<file path="src/smb_access_consts.svh">
// Register offsets, field positions, reset values and link constants of the SMBus access block.
`ifndef SMB_ACCESS_CONSTS_SVH
`define SMB_ACCESS_CONSTS_SVH

`define EE_ACCESS_OFF 12'h34C
`define XP_ACCESS_OFF 12'h350
`define IRQ_STATUS_OFF 12'h380
`define IRQ_CLEAR_OFF 12'h384
`define IRQ_ENABLE_OFF 12'h388

`define EE_KIND_BIT 26
`define EE_DONE_BIT 25
`define XP_REFRESH_BIT 24
`define XP_MODE_BIT 25
`define XP_DONE_BIT 31

`define RESP_OKAY 2'h0
`define RESP_SLVERR 2'h2

`define KIND_EE_WRITE 2'h0
`define KIND_EE_READ 2'h1
`define KIND_XP_REFRESH 2'h2
`define KIND_XP_UPDATE 2'h3

`define TX_BITS 6'h20
`define RX_BITS 6'h10
`define OUT_MASK_RESET 16'hFF00

`endif

</file>
<file path="src/smb_access_pkg.sv">
// Types shared by the SMBus access block and its link helpers.
package smb_access_pkg;

	typedef enum logic [1:0] {LS_IDLE, LS_ARM, LS_SEND, LS_RECV} link_state_t;

	typedef struct packed {
		logic [1:0] clk_sync;
		logic clk_prev;
		logic [1:0] data_sync;
		logic rise;
		logic fall;
	} edge_state_t;

	typedef struct packed {
		link_state_t state;
		logic [5:0] count;
		logic [31:0] shift;
		logic [15:0] rx;
		logic done;
		logic data_oe;
	} shifter_state_t;

	typedef struct packed {
		logic aw_got;
		logic [11:0] aw_addr;
		logic w_got;
		logic [31:0] w_data;
		logic [3:0] w_strb;
		logic awready;
		logic wready;
		logic bvalid;
		logic [1:0] bresp;
		logic arready;
		logic rvalid;
		logic [1:0] rresp;
		logic [31:0] rdata;
		logic [15:0] ee_addr;
		logic [7:0] ee_data;
		logic ee_kind;
		logic ee_op;
		logic ee_busy;
		logic ee_done;
		logic ee_pend;
		logic xp_mode;
		logic [3:0] xp_sel;
		logic xp_done;
		logic xp_pend;
		logic xp_update;
		logic [1:0] xp_slot;
		logic [15:0] xp_override;
		logic [3:0][15:0] pins_in;
		logic [3:0][15:0] pins_out;
		logic link_start;
		logic link_active;
		logic link_owner;
		logic [1:0] link_slot;
		logic [31:0] link_tx;
		logic [1:0] irq_status;
		logic [1:0] irq_enable;
		logic irq;
	} access_state_t;

endpackage

</file>
<file path="src/link_edge_detect.sv">
// Synchronises the link clock and data pin and finds the link clock edges.
`timescale 1ns/1ps
module link_edge_detect (
	// System
	input wire logic clk,
	input wire logic sys_rst,
	// Pins from the link
	input wire logic link_clk,
	input wire logic data_in,
	// Synchronised view
	output logic link_rise,
	output logic link_fall,
	output logic data_sync
);
	smb_access_pkg::edge_state_t st;
	smb_access_pkg::edge_state_t next_st;

	// The first stage of each synchroniser feeds only the second stage.
	always_comb begin
		next_st = st;
		next_st.clk_sync = {st.clk_sync[0], link_clk};
		next_st.data_sync = {st.data_sync[0], data_in};
		next_st.clk_prev = st.clk_sync[1];
		next_st.rise = st.clk_sync[1] && !st.clk_prev;
		next_st.fall = !st.clk_sync[1] && st.clk_prev;
	end

	always_ff @(posedge clk) begin
		if (sys_rst) begin
			// Both pins idle high, so the synchronisers start there and reset release shows no edge.
			st <= '{clk_sync: 2'b11, clk_prev: 1'b1, data_sync: 2'b11, rise: 1'b0, fall: 1'b0};
		end else begin
			st <= next_st;
		end
	end

	assign link_rise = st.rise;
	assign link_fall = st.fall;
	assign data_sync = st.data_sync[1];
endmodule

</file>
<file path="src/smb_frame_shifter.sv">
// Shifts one command frame out and one answer frame in over the open-drain data pin.
`timescale 1ns/1ps
`include "smb_access_consts.svh"
module smb_frame_shifter #(
	parameter logic [5:0] TX_BITS = `TX_BITS,
	parameter logic [5:0] RX_BITS = `RX_BITS
) (
	// System
	input wire logic clk,
	input wire logic sys_rst,
	// Link edges and sampled data
	input wire logic link_rise,
	input wire logic link_fall,
	input wire logic data_sync,
	// Frame request and answer
	input wire logic start,
	input wire logic [31:0] tx_frame,
	output logic busy,
	output logic done,
	output logic [15:0] rx_frame,
	// Open-drain data pin
	output logic data_out,
	output logic data_oe
);
	smb_access_pkg::shifter_state_t st;
	smb_access_pkg::shifter_state_t next_st;

	// Bits change on falling link edges so the partner samples them stable on rising edges.
	always_comb begin
		next_st = st;
		next_st.done = 1'b0;
		unique case (st.state)
			smb_access_pkg::LS_IDLE: begin
				if (start) begin
					next_st.shift = tx_frame;
					next_st.state = smb_access_pkg::LS_ARM;
				end
			end
			smb_access_pkg::LS_ARM: begin
				if (link_fall) begin
					next_st.data_oe = 1'b1;
					next_st.count = 6'h00;
					next_st.state = smb_access_pkg::LS_SEND;
				end
			end
			smb_access_pkg::LS_SEND: begin
				if (link_fall) begin
					if (st.count == TX_BITS) begin
						next_st.data_oe = 1'b0;
						next_st.count = 6'h00;
						next_st.state = smb_access_pkg::LS_RECV;
					end else begin
						next_st.data_oe = !st.shift[31];
						next_st.shift = {st.shift[30:0], 1'b0};
						next_st.count = st.count + 6'h01;
					end
				end
			end
			smb_access_pkg::LS_RECV: begin
				if (link_rise) begin
					next_st.rx = {st.rx[14:0], data_sync};
					next_st.count = st.count + 6'h01;
					if (st.count == RX_BITS - 6'h01) begin
						next_st.done = 1'b1;
						next_st.state = smb_access_pkg::LS_IDLE;
					end
				end
			end
		endcase
	end

	always_ff @(posedge clk) begin
		if (sys_rst) begin
			st <= '0;
		end else begin
			st <= next_st;
		end
	end

	assign busy = (st.state != smb_access_pkg::LS_IDLE);
	assign done = st.done;
	assign rx_frame = st.rx;
	assign data_out = 1'b0;
	assign data_oe = st.data_oe;
endmodule

</file>
<file path="src/smb_access_regs.sv">
// AXI4-Lite register bank for EEPROM byte access and expander pin mirroring.
//
// The AXI4-Lite slave port was left to the implementer.
`timescale 1ns/1ps
`include "smb_access_consts.svh"
module smb_access_regs #(
	parameter logic [15:0] OUT_MASK = `OUT_MASK_RESET
) (
	// System
	input wire logic clk,
	input wire logic sys_rst,
	// AXI4-Lite write address and data
	input wire logic [11:0] axi_awaddr,
	input wire logic axi_awvalid,
	output logic axi_awready,
	input wire logic [31:0] axi_wdata,
	input wire logic [3:0] axi_wstrb,
	input wire logic axi_wvalid,
	output logic axi_wready,
	// AXI4-Lite write response
	output logic [1:0] axi_bresp,
	output logic axi_bvalid,
	input wire logic axi_bready,
	// AXI4-Lite read
	input wire logic [11:0] axi_araddr,
	input wire logic axi_arvalid,
	output logic axi_arready,
	output logic [31:0] axi_rdata,
	output logic [1:0] axi_rresp,
	output logic axi_rvalid,
	input wire logic axi_rready,
	// Expander output values from core logic, one word per expander slot
	input wire logic [3:0][15:0] core_out,
	// Serial link
	input wire logic link_clk,
	input wire logic link_data_in,
	output logic link_data_out,
	output logic link_data_oe,
	// Interrupt
	output logic irq
);
	smb_access_pkg::access_state_t st;
	smb_access_pkg::access_state_t next_st;
	logic link_rise;
	logic link_fall;
	logic data_sync;
	logic link_busy;
	logic link_done;
	logic [15:0] link_rx;
	logic kind_now;
	logic [2:0] slot;
	logic [15:0] out_val;
	logic [31:0] d;

	// ----------------------------------------------------------------
	// Decoding helpers
	// ----------------------------------------------------------------

	// Returns {valid, slot}; expander 4 lives in slot 3.
	function automatic logic [2:0] slot_of(input logic [3:0] sel);
		logic [2:0] r;
		r = 3'h0;
		unique case (sel)
			4'h0: r = 3'h4;
			4'h1: r = 3'h5;
			4'h2: r = 3'h6;
			4'h4: r = 3'h7;
			default: r = 3'h0;
		endcase
		return r;
	endfunction

	// Input bits show what was fetched, output bits what was last supplied.
	function automatic logic [15:0] pin_view(input smb_access_pkg::access_state_t s, input logic [1:0] idx);
		return (s.pins_in[idx] & ~OUT_MASK) | (s.pins_out[idx] & OUT_MASK);
	endfunction

	function automatic logic [33:0] read_word(input smb_access_pkg::access_state_t s, input logic [11:0] addr);
		logic [2:0] sl;
		logic [15:0] view;
		logic [33:0] r;
		sl = slot_of(s.xp_sel);
		view = sl[2] ? pin_view(s, sl[1:0]) : 16'h0000;
		r = {`RESP_OKAY, 32'h0000_0000};
		unique case (addr)
			`EE_ACCESS_OFF: r[31:0] = {5'h00, s.ee_kind, s.ee_done, s.ee_busy, s.ee_data, s.ee_addr};
			`XP_ACCESS_OFF: r[31:0] = {s.xp_done, 1'b0, s.xp_sel, s.xp_mode, 1'b0, 8'h00, view};
			`IRQ_STATUS_OFF: r[31:0] = {30'h0000_0000, s.irq_status};
			`IRQ_CLEAR_OFF: r[31:0] = 32'h0000_0000;
			`IRQ_ENABLE_OFF: r[31:0] = {30'h0000_0000, s.irq_enable};
			default: r[33:32] = `RESP_SLVERR;
		endcase
		return r;
	endfunction

	// ----------------------------------------------------------------
	// Frame builders
	// ----------------------------------------------------------------

	// EEPROM command word: kind, six spare bits, byte address, data byte.
	function automatic logic [31:0] ee_frame(input logic rd_kind, input logic [15:0] addr, input logic [7:0] data);
		logic [1:0] kind;
		kind = rd_kind ? `KIND_EE_READ : `KIND_EE_WRITE;
		return {kind, 6'h00, addr, data};
	endfunction

	// Expander command word: kind, two spare bits, select code, output values and a spare byte.
	// The low byte stays zero because the answer, not the command, carries the input pins.
	function automatic logic [31:0] xp_frame(input logic update, input logic [3:0] sel, input logic [15:0] outs);
		logic [1:0] kind;
		kind = update ? `KIND_XP_UPDATE : `KIND_XP_REFRESH;
		return {kind, 2'h0, sel, outs, 8'h00};
	endfunction

	// ----------------------------------------------------------------
	// Link helpers
	// ----------------------------------------------------------------

	link_edge_detect edges (
		.clk(clk),
		.sys_rst(sys_rst),
		.link_clk(link_clk),
		.data_in(link_data_in),
		.link_rise(link_rise),
		.link_fall(link_fall),
		.data_sync(data_sync)
	);

	smb_frame_shifter shifter (
		.clk(clk),
		.sys_rst(sys_rst),
		.link_rise(link_rise),
		.link_fall(link_fall),
		.data_sync(data_sync),
		.start(st.link_start),
		.tx_frame(st.link_tx),
		.busy(link_busy),
		.done(link_done),
		.rx_frame(link_rx),
		.data_out(link_data_out),
		.data_oe(link_data_oe)
	);

	// ----------------------------------------------------------------
	// Next state
	// ----------------------------------------------------------------

	// Software accesses are applied first and hardware events last, so a flag that sets
	// in the same cycle as its clear stays set.
	always_comb begin
		next_st = st;
		kind_now = st.ee_kind;
		slot = slot_of(st.xp_sel);
		out_val = 16'h0000;
		d = st.w_data;
		next_st.link_start = 1'b0;

		// ------------------------------------------------------------
		// Write address and data capture
		// ------------------------------------------------------------
		if (axi_awvalid && st.awready) begin
			next_st.aw_got = 1'b1;
			next_st.aw_addr = {axi_awaddr[11:2], 2'b00};
		end
		if (axi_wvalid && st.wready) begin
			next_st.w_got = 1'b1;
			next_st.w_data = axi_wdata;
			next_st.w_strb = axi_wstrb;
		end
		if (st.bvalid && axi_bready) begin
			next_st.bvalid = 1'b0;
		end

		// ------------------------------------------------------------
		// Register writes
		// ------------------------------------------------------------
		// A write is applied only once its response can be issued, so a held B never loses one.
		if (st.aw_got && st.w_got && !st.bvalid) begin
			next_st.aw_got = 1'b0;
			next_st.w_got = 1'b0;
			next_st.bvalid = 1'b1;
			next_st.bresp = `RESP_OKAY;
			unique case (st.aw_addr)
				`EE_ACCESS_OFF: begin
					if (st.w_strb[0]) begin
						next_st.ee_addr[7:0] = d[7:0];
					end
					if (st.w_strb[1]) begin
						next_st.ee_addr[15:8] = d[15:8];
					end
					if (st.w_strb[3]) begin
						kind_now = d[`EE_KIND_BIT];
						next_st.ee_kind = d[`EE_KIND_BIT];
						if (d[`EE_DONE_BIT]) begin
							next_st.ee_done = 1'b0;
						end
					end
					// A launch while busy is dropped whole; the byte in flight is kept.
					if (st.w_strb[2] && !st.ee_busy) begin
						next_st.ee_pend = 1'b1;
						next_st.ee_busy = 1'b1;
						next_st.ee_op = kind_now;
						if (!kind_now) begin
							next_st.ee_data = d[23:16];
						end
					end
				end
				`XP_ACCESS_OFF: begin
					if (st.w_strb[3]) begin
						if (d[`XP_DONE_BIT]) begin
							next_st.xp_done = 1'b0;
						end
						next_st.xp_mode = d[`XP_MODE_BIT];
						next_st.xp_sel = d[29:26];
					end
					slot = slot_of(next_st.xp_sel);
					if (st.w_strb[3] && d[`XP_REFRESH_BIT] && slot[2] && !st.xp_pend) begin
						next_st.xp_pend = 1'b1;
						next_st.xp_update = 1'b0;
						next_st.xp_slot = slot[1:0];
					end
					if ((st.w_strb[0] || st.w_strb[1]) && next_st.xp_mode && slot[2]) begin
						if (st.w_strb[0]) begin
							next_st.xp_override[7:0] = d[7:0];
						end
						if (st.w_strb[1]) begin
							next_st.xp_override[15:8] = d[15:8];
						end
						if (!next_st.xp_pend) begin
							next_st.xp_pend = 1'b1;
							next_st.xp_update = 1'b1;
							next_st.xp_slot = slot[1:0];
						end
					end
				end
				`IRQ_CLEAR_OFF: begin
					if (st.w_strb[0]) begin
						next_st.irq_status = st.irq_status & ~d[1:0];
					end
				end
				`IRQ_ENABLE_OFF: begin
					if (st.w_strb[0]) begin
						next_st.irq_enable = d[1:0];
					end
				end
				`IRQ_STATUS_OFF: begin
					next_st.bresp = `RESP_OKAY;
				end
				default: begin
					next_st.bresp = `RESP_SLVERR;
				end
			endcase
		end

		// ------------------------------------------------------------
		// Read channel
		// ------------------------------------------------------------
		if (st.rvalid && axi_rready) begin
			next_st.rvalid = 1'b0;
		end
		if (axi_arvalid && st.arready) begin
			{next_st.rresp, next_st.rdata} = read_word(st, {axi_araddr[11:2], 2'b00});
			next_st.rvalid = 1'b1;
		end

		// ------------------------------------------------------------
		// Link arbitration
		// ------------------------------------------------------------
		// One link serves both services; the EEPROM wins when both wait.
		// The shifter's own busy is checked too, so no request starts while a frame still drains.
		if (!st.link_active && !link_busy) begin
			if (st.ee_pend) begin
				next_st.ee_pend = 1'b0;
				next_st.link_start = 1'b1;
				next_st.link_active = 1'b1;
				next_st.link_owner = 1'b0;
				next_st.link_tx = ee_frame(st.ee_op, st.ee_addr, st.ee_data);
			end else if (st.xp_pend) begin
				out_val = (st.xp_mode ? st.xp_override : core_out[st.xp_slot]) & OUT_MASK;
				next_st.xp_pend = 1'b0;
				next_st.link_start = 1'b1;
				next_st.link_active = 1'b1;
				next_st.link_owner = 1'b1;
				next_st.link_slot = st.xp_slot;
				next_st.pins_out[st.xp_slot] = out_val;
				next_st.link_tx = xp_frame(st.xp_update, st.xp_sel, out_val);
			end
		end

		// ------------------------------------------------------------
		// Completion
		// ------------------------------------------------------------
		// Completion counts only after the start pulse, so an old done is never credited to a new frame.
		if (st.link_active && !st.link_start && link_done) begin
			next_st.link_active = 1'b0;
			if (!st.link_owner) begin
				next_st.ee_busy = 1'b0;
				next_st.ee_done = 1'b1;
				next_st.irq_status[0] = 1'b1;
				if (st.ee_op) begin
					next_st.ee_data = link_rx[7:0];
				end
			end else begin
				next_st.pins_in[st.link_slot] = link_rx;
				next_st.xp_done = 1'b1;
				next_st.irq_status[1] = 1'b1;
			end
		end

		// ------------------------------------------------------------
		// Handshake outputs
		// ------------------------------------------------------------
		// AW and W readies follow the capture flags and AR ready follows rvalid, so no address or word is taken twice before its response.
		next_st.awready = !next_st.aw_got;
		next_st.wready = !next_st.w_got;
		next_st.arready = !next_st.rvalid;
		next_st.irq = |(next_st.irq_status & next_st.irq_enable);
	end

	always_ff @(posedge clk) begin
		if (sys_rst) begin
			st <= '0;
		end else begin
			st <= next_st;
		end
	end

	// ----------------------------------------------------------------
	// Outputs
	// ----------------------------------------------------------------

	assign axi_awready = st.awready;
	assign axi_wready = st.wready;
	assign axi_bresp = st.bresp;
	assign axi_bvalid = st.bvalid;
	assign axi_arready = st.arready;
	assign axi_rdata = st.rdata;
	assign axi_rresp = st.rresp;
	assign axi_rvalid = st.rvalid;
	assign irq = st.irq;
endmodule

</file>
<file path="config.mk">
export PLATFORM = sky130hd
export DESIGN_NAME = smb_access_regs
export DESIGN_NICKNAME = d
export VERILOG_FILES = /design/src/smb_access_pkg.sv /design/src/link_edge_detect.sv /design/src/smb_frame_shifter.sv /design/src/smb_access_regs.sv
export VERILOG_INCLUDE_DIRS = /design/src
export SDC_FILE = /design/constraint.sdc
export NUM_CORES = 1
export LEC_CHECK = 0
export BUFFER_PORTS_ARGS = -buffer_cell sky130_fd_sc_hd__buf_2
export CAP_MARGIN = 20
export CORE_MARGIN = 5
export CORE_UTILIZATION = 48
export CTS_CLUSTER_DIAMETER = 30
export DETAILED_ROUTE_END_ITERATION = 16
export GPL_ROUTABILITY_DRIVEN = 0
export MAX_ROUTING_LAYER = met4
export PLACE_DENSITY = 0.69
export SYNTH_ARGS = -nofsm -noshare
export SYNTH_HDL_FRONTEND = slang
export SYNTH_SLANG_ARGS = --single-unit
</file>
<file path="constraint.sdc">
create_clock -name clk -period 4.7 [get_ports clk]
set_input_delay 0 -clock clk [delete_from_list [all_inputs] [get_ports clk]]
set_output_delay 0 -clock clk [all_outputs]
set_load 0.01 [all_outputs]
</file>
== After elaboration in Yosys (flattened, before gate mapping) ==
Cells that the tools add are included.

* Add/subtract/negate cells: 1
* Magnitude comparators: 5
* Equality and inequality tests: 28
* Muxes and demuxes: 95
* Bitwise operators: 8
* Reductions and logical operators: 63

{| class="wikitable"
|+ Operators by type and width
! operator !! number
|-
| 64-bit bitwise mux || 2
|-
| 32-bit one-hot mux with 4 select lines || 1
|-
| 10-bit by 8-bit == test with 1-bit output (second input constant) || 10
|-
| 16-bit binary-select mux with 2-bit select || 3
|-
| 16-bit two-way mux || 6
|-
| 32-bit two-way mux || 3
|-
| 8-bit two-way mux || 10
|-
| 37-bit two-way mux || 2
|-
| 16-bit demux with 2-bit select || 2
|-
| 32-bit one-hot mux with 2 select lines || 1
|-
| 40-bit two-way mux || 1
|-
| 39-bit two-way mux || 1
|-
| 35-bit two-way mux || 1
|-
| 1-bit two-way mux || 26
|-
| 13-bit two-way mux || 2
|-
| 2-bit two-way mux || 13
|-
| 26-bit two-way mux || 1
|-
| 6-bit two-way mux || 4
|-
| 3-bit one-hot mux with 4 select lines || 2
|-
| 1-bit logical AND || 20
|-
| 20-bit two-way mux || 1
|-
| 3-bit two-way mux || 6
|-
| 6-bit one-hot mux with 3 select lines || 1
|-
| 4-bit two-way mux || 4
|-
| other kinds (31) || 77
|}

* Flip-flop bits (word level): 379
* Output and inout bits: 44
* Logic and storage cells: 256

== Longest topological paths before layout ==
* Depth after elaboration: 20
* Mapped depth: 8
* Mapped depth without buffers: 7

== Cells and area by module ==
From an unflattened synthesis, not the netlist that was laid out.

* Cell total of the unflattened synthesis: 1469
* Area total of the unflattened synthesis: 13041.3 µm²

{| class="wikitable"
|+ Modules (own cells, without submodules)
! module !! instances !! cells an instance !! area an instance (µm²)
|-
| smb_access_regs || 1 || 1120 || 9910.8
|-
| smb_frame_shifter || 1 || 335 || 2944.1
|-
| link_edge_detect || 1 || 14 || 186.4
|}

== Least setup slack after synthesis ==
No wires, ideal clock.

* Path kind: register -> register
* Start: register shifter.st[51] (netlist bit)
* End: register shifter.st[56] (netlist bit)
* Library setup time: 134 ps
* Data arrival time: 1811 ps
* Required time: 4566 ps
* Path slack: 2755 ps
* Stages on the path, launching flop included: 7
* Path through: dfxtp_1 ha_1 nand3_1 or4b_2 a221o_1 nor3_1 a211oi_1

* Word-level cells in the longest chain between the ends: 3
* Elaborated cells between the ends (all ways): 5

{| class="wikitable"
|+ Ends and longest elaborated chain
! element !! line !! RTL
|-
| start, declared || smb_frame_shifter.sv:25 || <nowiki>smb_access_pkg::shifter_state_t st;</nowiki>
|-
| start signal, assigned || smb_frame_shifter.sv:76 || <nowiki>st <= next_st;</nowiki>
|-
| 6-bit by 4-bit == test with 1-bit output or 6-bit == test (tied branches) || smb_frame_shifter.sv:63, smb_frame_shifter.sv:48 ||
|-
| 2-bit by 1-bit inequality test with 1-bit output (no line) || -- ||
|-
| 6-bit AND reduction (no line) (*) || -- ||
|}

Mark *: on every way between the ends. The rest lies on a longest branch, timed or not.
A chain may end at the register's enable or synchronous reset.

== Worst setup path after layout ==
* Start: register shifter.st[56] (netlist bit)
* End: register shifter.st[43] (netlist bit)

* Word-level cells in the longest chain between the ends: 3
* Elaborated cells between the ends (all ways): 8

{| class="wikitable"
|+ Ends and longest elaborated chain
! element !! line !! RTL
|-
| 2-bit == test or 2-bit logical NOT (tied branches) || smb_frame_shifter.sv:32 || <nowiki>unique case (st.state)</nowiki>
|-
| 2-bit inequality test (no line) or 2-bit nonzero test (tied branches) || -- ||
|-
| 4-bit AND reduction (no line) || -- ||
|}

Several ways; a longest one is shown, not always the timed one.

==> summary.txt <==
Run status
  – Status: finished clean

Route
  – WL/cell: 17.88 µm
  – Vias/cell: 5.630
  – Routed wl met3: 2.105 mm
  – Iteration-0 DRC Markers: 848
  – Post-Route WL: 33.88 mm
  – DRC viols: 0
  – Met2 wire length: 16.45 mm
  – Total number of vias: ~11k
  – DR top layer: met4
  – Drt first pass iters: 5
  – M1 WL: 14.49 mm
  – Post-route ant nets: 0

Timing
  – Hold Fails Final Rpt: 0
  – Final TNS setup: 0 ns
  – Final Skew: approximately 0.023 ns
  – Setup-failing EPs final: 0
  – Worst rel slew slack: 0.2648
  – RSZ-0062 raised after global routing: no
  – Final Max Tran Viols: 0
  – Worst hold slack: 0.03024 ns
  – Final Cycle Share: 0.5690
  – Fin crit period: about 2.7 ns
  – Peak Freq: 374.0 MHz
  – Measured slew at the worst slew-check pin: 1.103 ns

Yosys
  – Ys flop type: dfxtp_1
  – Syn avg cell area: 9.038 µm²
  – Sequential-to-total area share from yosys stat: 0.4731
  – Register bit total from synthesis: 292
  – Distinct cell type count after synthesis: 65
  – Ys async rst share: 0
  – Ys Warns: 0
  – Synth Instances: 1,367
  – Post-Syn Area: between 10,000 and 15,000 µm²
  – EDFF count, synth: 0

GRT
  – Initial antenna violation count: 0
  – Largest net degree at the start of global routing: 130
  – Gr ovfl total: 0
  – GRT Total Usage: 0.2370
  – First-pass GRT wire length: between 50 and 60 mm
  – Vias in the first global route: about 10k

Critical path
  – Critical path class: flip-flop to flip-flop
  – Worst r2r dst: shifter.st[43]
  – CP max FO: 62
  – Startpoint Class: flip-flop
  – Data required, critical path: approximately 5 ns
  – Crit path DAT: 3.12 ns
  – Crit. Startpoint: shifter.st[56]
  – FF-to-FF Start: shifter.st[56]
  – FF-to-FF setup slack: 2.03 ns
  – Critical path destination: shifter.st[43]
  – Reg2Reg Depth: 8
  – Critical path capture point type: flip-flop

Clocking
  – CTS tree: built
  – Root buffer cell: clkbuf_16
  – Clk_lat worst skew: 0.57 ns
  – Number of H-tree levels: 2
  – Cells resized by post-CTS repair: 0
  – Setup bufs post-CTS: 0
  – Clock Path Buffers: 3
  – Reg clk slew, reported paths: ~0.05 ns
  – Clock sink count: 292
  – Num CTS Buffers: 58

Power and ir drop
  – Power per cell area: 481.3 nW/µm²
  – Leakage power: 5.697 nW
  – Total power: about 7.5 mW
  – VDD IR max: 0.0002964 V

Final layout
  – Final instance area: about 16,000 µm²
  – Syn-to-layout area delta: 26.93%
  – N_diodes: 0
  – Nets@finish: 1,656
  – Share of cells above drive strength 1: 0.1904
  – Post-layout util: 0.6210

Placed design
  – Area after DPL: 12,880 µm²
  – Port-buffer cells: 135
  – Dpl hpwl: roughly 21 mm

Worst hold path
  – Worst min-delay path category: input port to flip-flop

Floorplanning
  – DIE WIDTH: 170.4 µm
  – Die height: about 170 µm
  – CORE AREA: ~25,000 µm²
  – Io pins: 177
  – Die ar.: 29,050 µm²
  – Row Count: 58
  – Initial Util: 0.4892

Run
  – # Max-Cap Violations: 0
## kinds of logic (layout without fill, tap and decap cells)
logic type,count (synthesis),count (layout),share of synthesized area
fa+ha+maj,7,7,0.007189
compound gates,310,310,0.1660
mux,109,109,0.09732
flops,292,292,0.4731
xor+xnor,8,8,0.005671
simple gates,491,491,0.1880
other cells,1,4,0.0003035
buf+inv,149,344,0.06248
## state kept, by name (all words and copies together), names as in the netlist
name	count
st	165
shifter.st	40
axi_rdata	31
d	31
shifter.rx_frame	8
edges.next_st	3
axi_arready	1
axi_awready	1
axi_bresp	1
axi_bvalid	1
axi_rresp	1
axi_rvalid	1
axi_wready	1
edges.data_sync	1
edges.link_fall	1
edges.link_rise	1
edges.st	1
irq	1
shifter.data_oe	1
shifter.done	1
## power by group
part           total [mW]  internal [mW]  leakage, nW  switching [mW]
Clock                4.23           2.85        0.999            1.38
Combinational       0.595          0.255         2.34           0.340
Sequential           2.72           2.63         2.36          0.0907
Total                7.55           5.73         5.70            1.82
## worst max-delay path, stage by stage, from the launching register on
cell      delay [ns]
dfxtp_1         0.32
inv_1           0.11
ha_2            0.35
buf_4           0.48
nor2_1          0.15
a211oi_4        0.22
buf_4           0.52
nor2_1          0.11
a211oi_1        0.26
## layer usage
layer  global-route usage  vias up
li1                     -     5162
met4              0.07813        0
met3              0.04553       69
met2               0.3877      378
met5                    -        -
met1               0.2962     5060
## per-stage QoR
step / cells / setup WS, ns
after floorplan: 1370 / 2.755
after global placement: 1714 / 2.092
after detailed placement: 1714 / 2.054
after CTS: 1895 / 2.025
after global routing: 1895 / 1.642
final: 1895 / 2.026
## worst min-delay path by stage
| stage | end | cells past startpoint | startpoint | slack, ns |
|---|---|---|---|---|
| 2_1_floorplan | edges.next_st[3] | 1 | link_data_in | 0.10 |
| 3_3_place_gp | edges.next_st[6] | 2 | link_clk | 0.18 |
| 3_5_place_dp | edges.next_st[3] | 2 | link_data_in | 0.19 |
| 4_1_cts | axi_rresp[1] | 5 | axi_araddr[6] | 0.02 |
| 5_1_grt | axi_rdata[25] | 4 | axi_arvalid | 0.05 |
| 6_report | axi_rresp[1] | 5 | axi_araddr[6] | 0.03 |
## Yosys cell counts, types with 13 or more instances
cell type,instances,area [µm²]
buf_4,38,285.3
mux2i_1,95,950.9
nand3_1,29,145.1
nor3_1,24,120.1
inv_1,13,48.80
a211oi_1,76,570.6
o221ai_1,14,122.6
a22oi_1,61,457.9
clkbuf_1,80,300.3
dfxtp_1,292,5846
nand2_1,147,551.8
a21oi_1,98,490.5
nor2_1,210,788.3
o22ai_1,34,212.7
## cell type report
class,instances,area [µm²]
fill,2061,9572
sequential,292,5846
multi-input combinational,929,5768
inverter,13,48.80
timing repair buffer,223,1540
clock buffer,71,1590
tap,330,412.9
clock inverter,37,476.7
## cell usage in the layout, fill, tap and decap left out, types with 6 or more instances in the layout
master / n
buf_4: 14
a21oi_1: 98
clkbuf_8: 10
a22oi_1: 61
clkinvlp_4: 7
nand2b_1: 8
clkbuf_16: 58
dlygate4sd3_1: 73
a221oi_1: 8
inv_1: 13
mux2i_1: 95
a211oi_1: 75
nor3_1: 24
bufinv_16: 8
o22ai_1: 34
or2_2: 8
xnor2_1: 7
nand2_1: 147
nor2b_1: 7
nor2_1: 210
buf_2: 134
mux4_2: 8
nand3_1: 29
dfxtp_1: 292
clkinv_2: 10
o21ai_0: 8
o221ai_1: 14
and3b_1: 6
## timing repair
action                     CTS  global route
hold endpoints to repair    58             0
hold buffers                73             0
setup endpoints to repair    0             0
(Power assumes the default switching activity.)
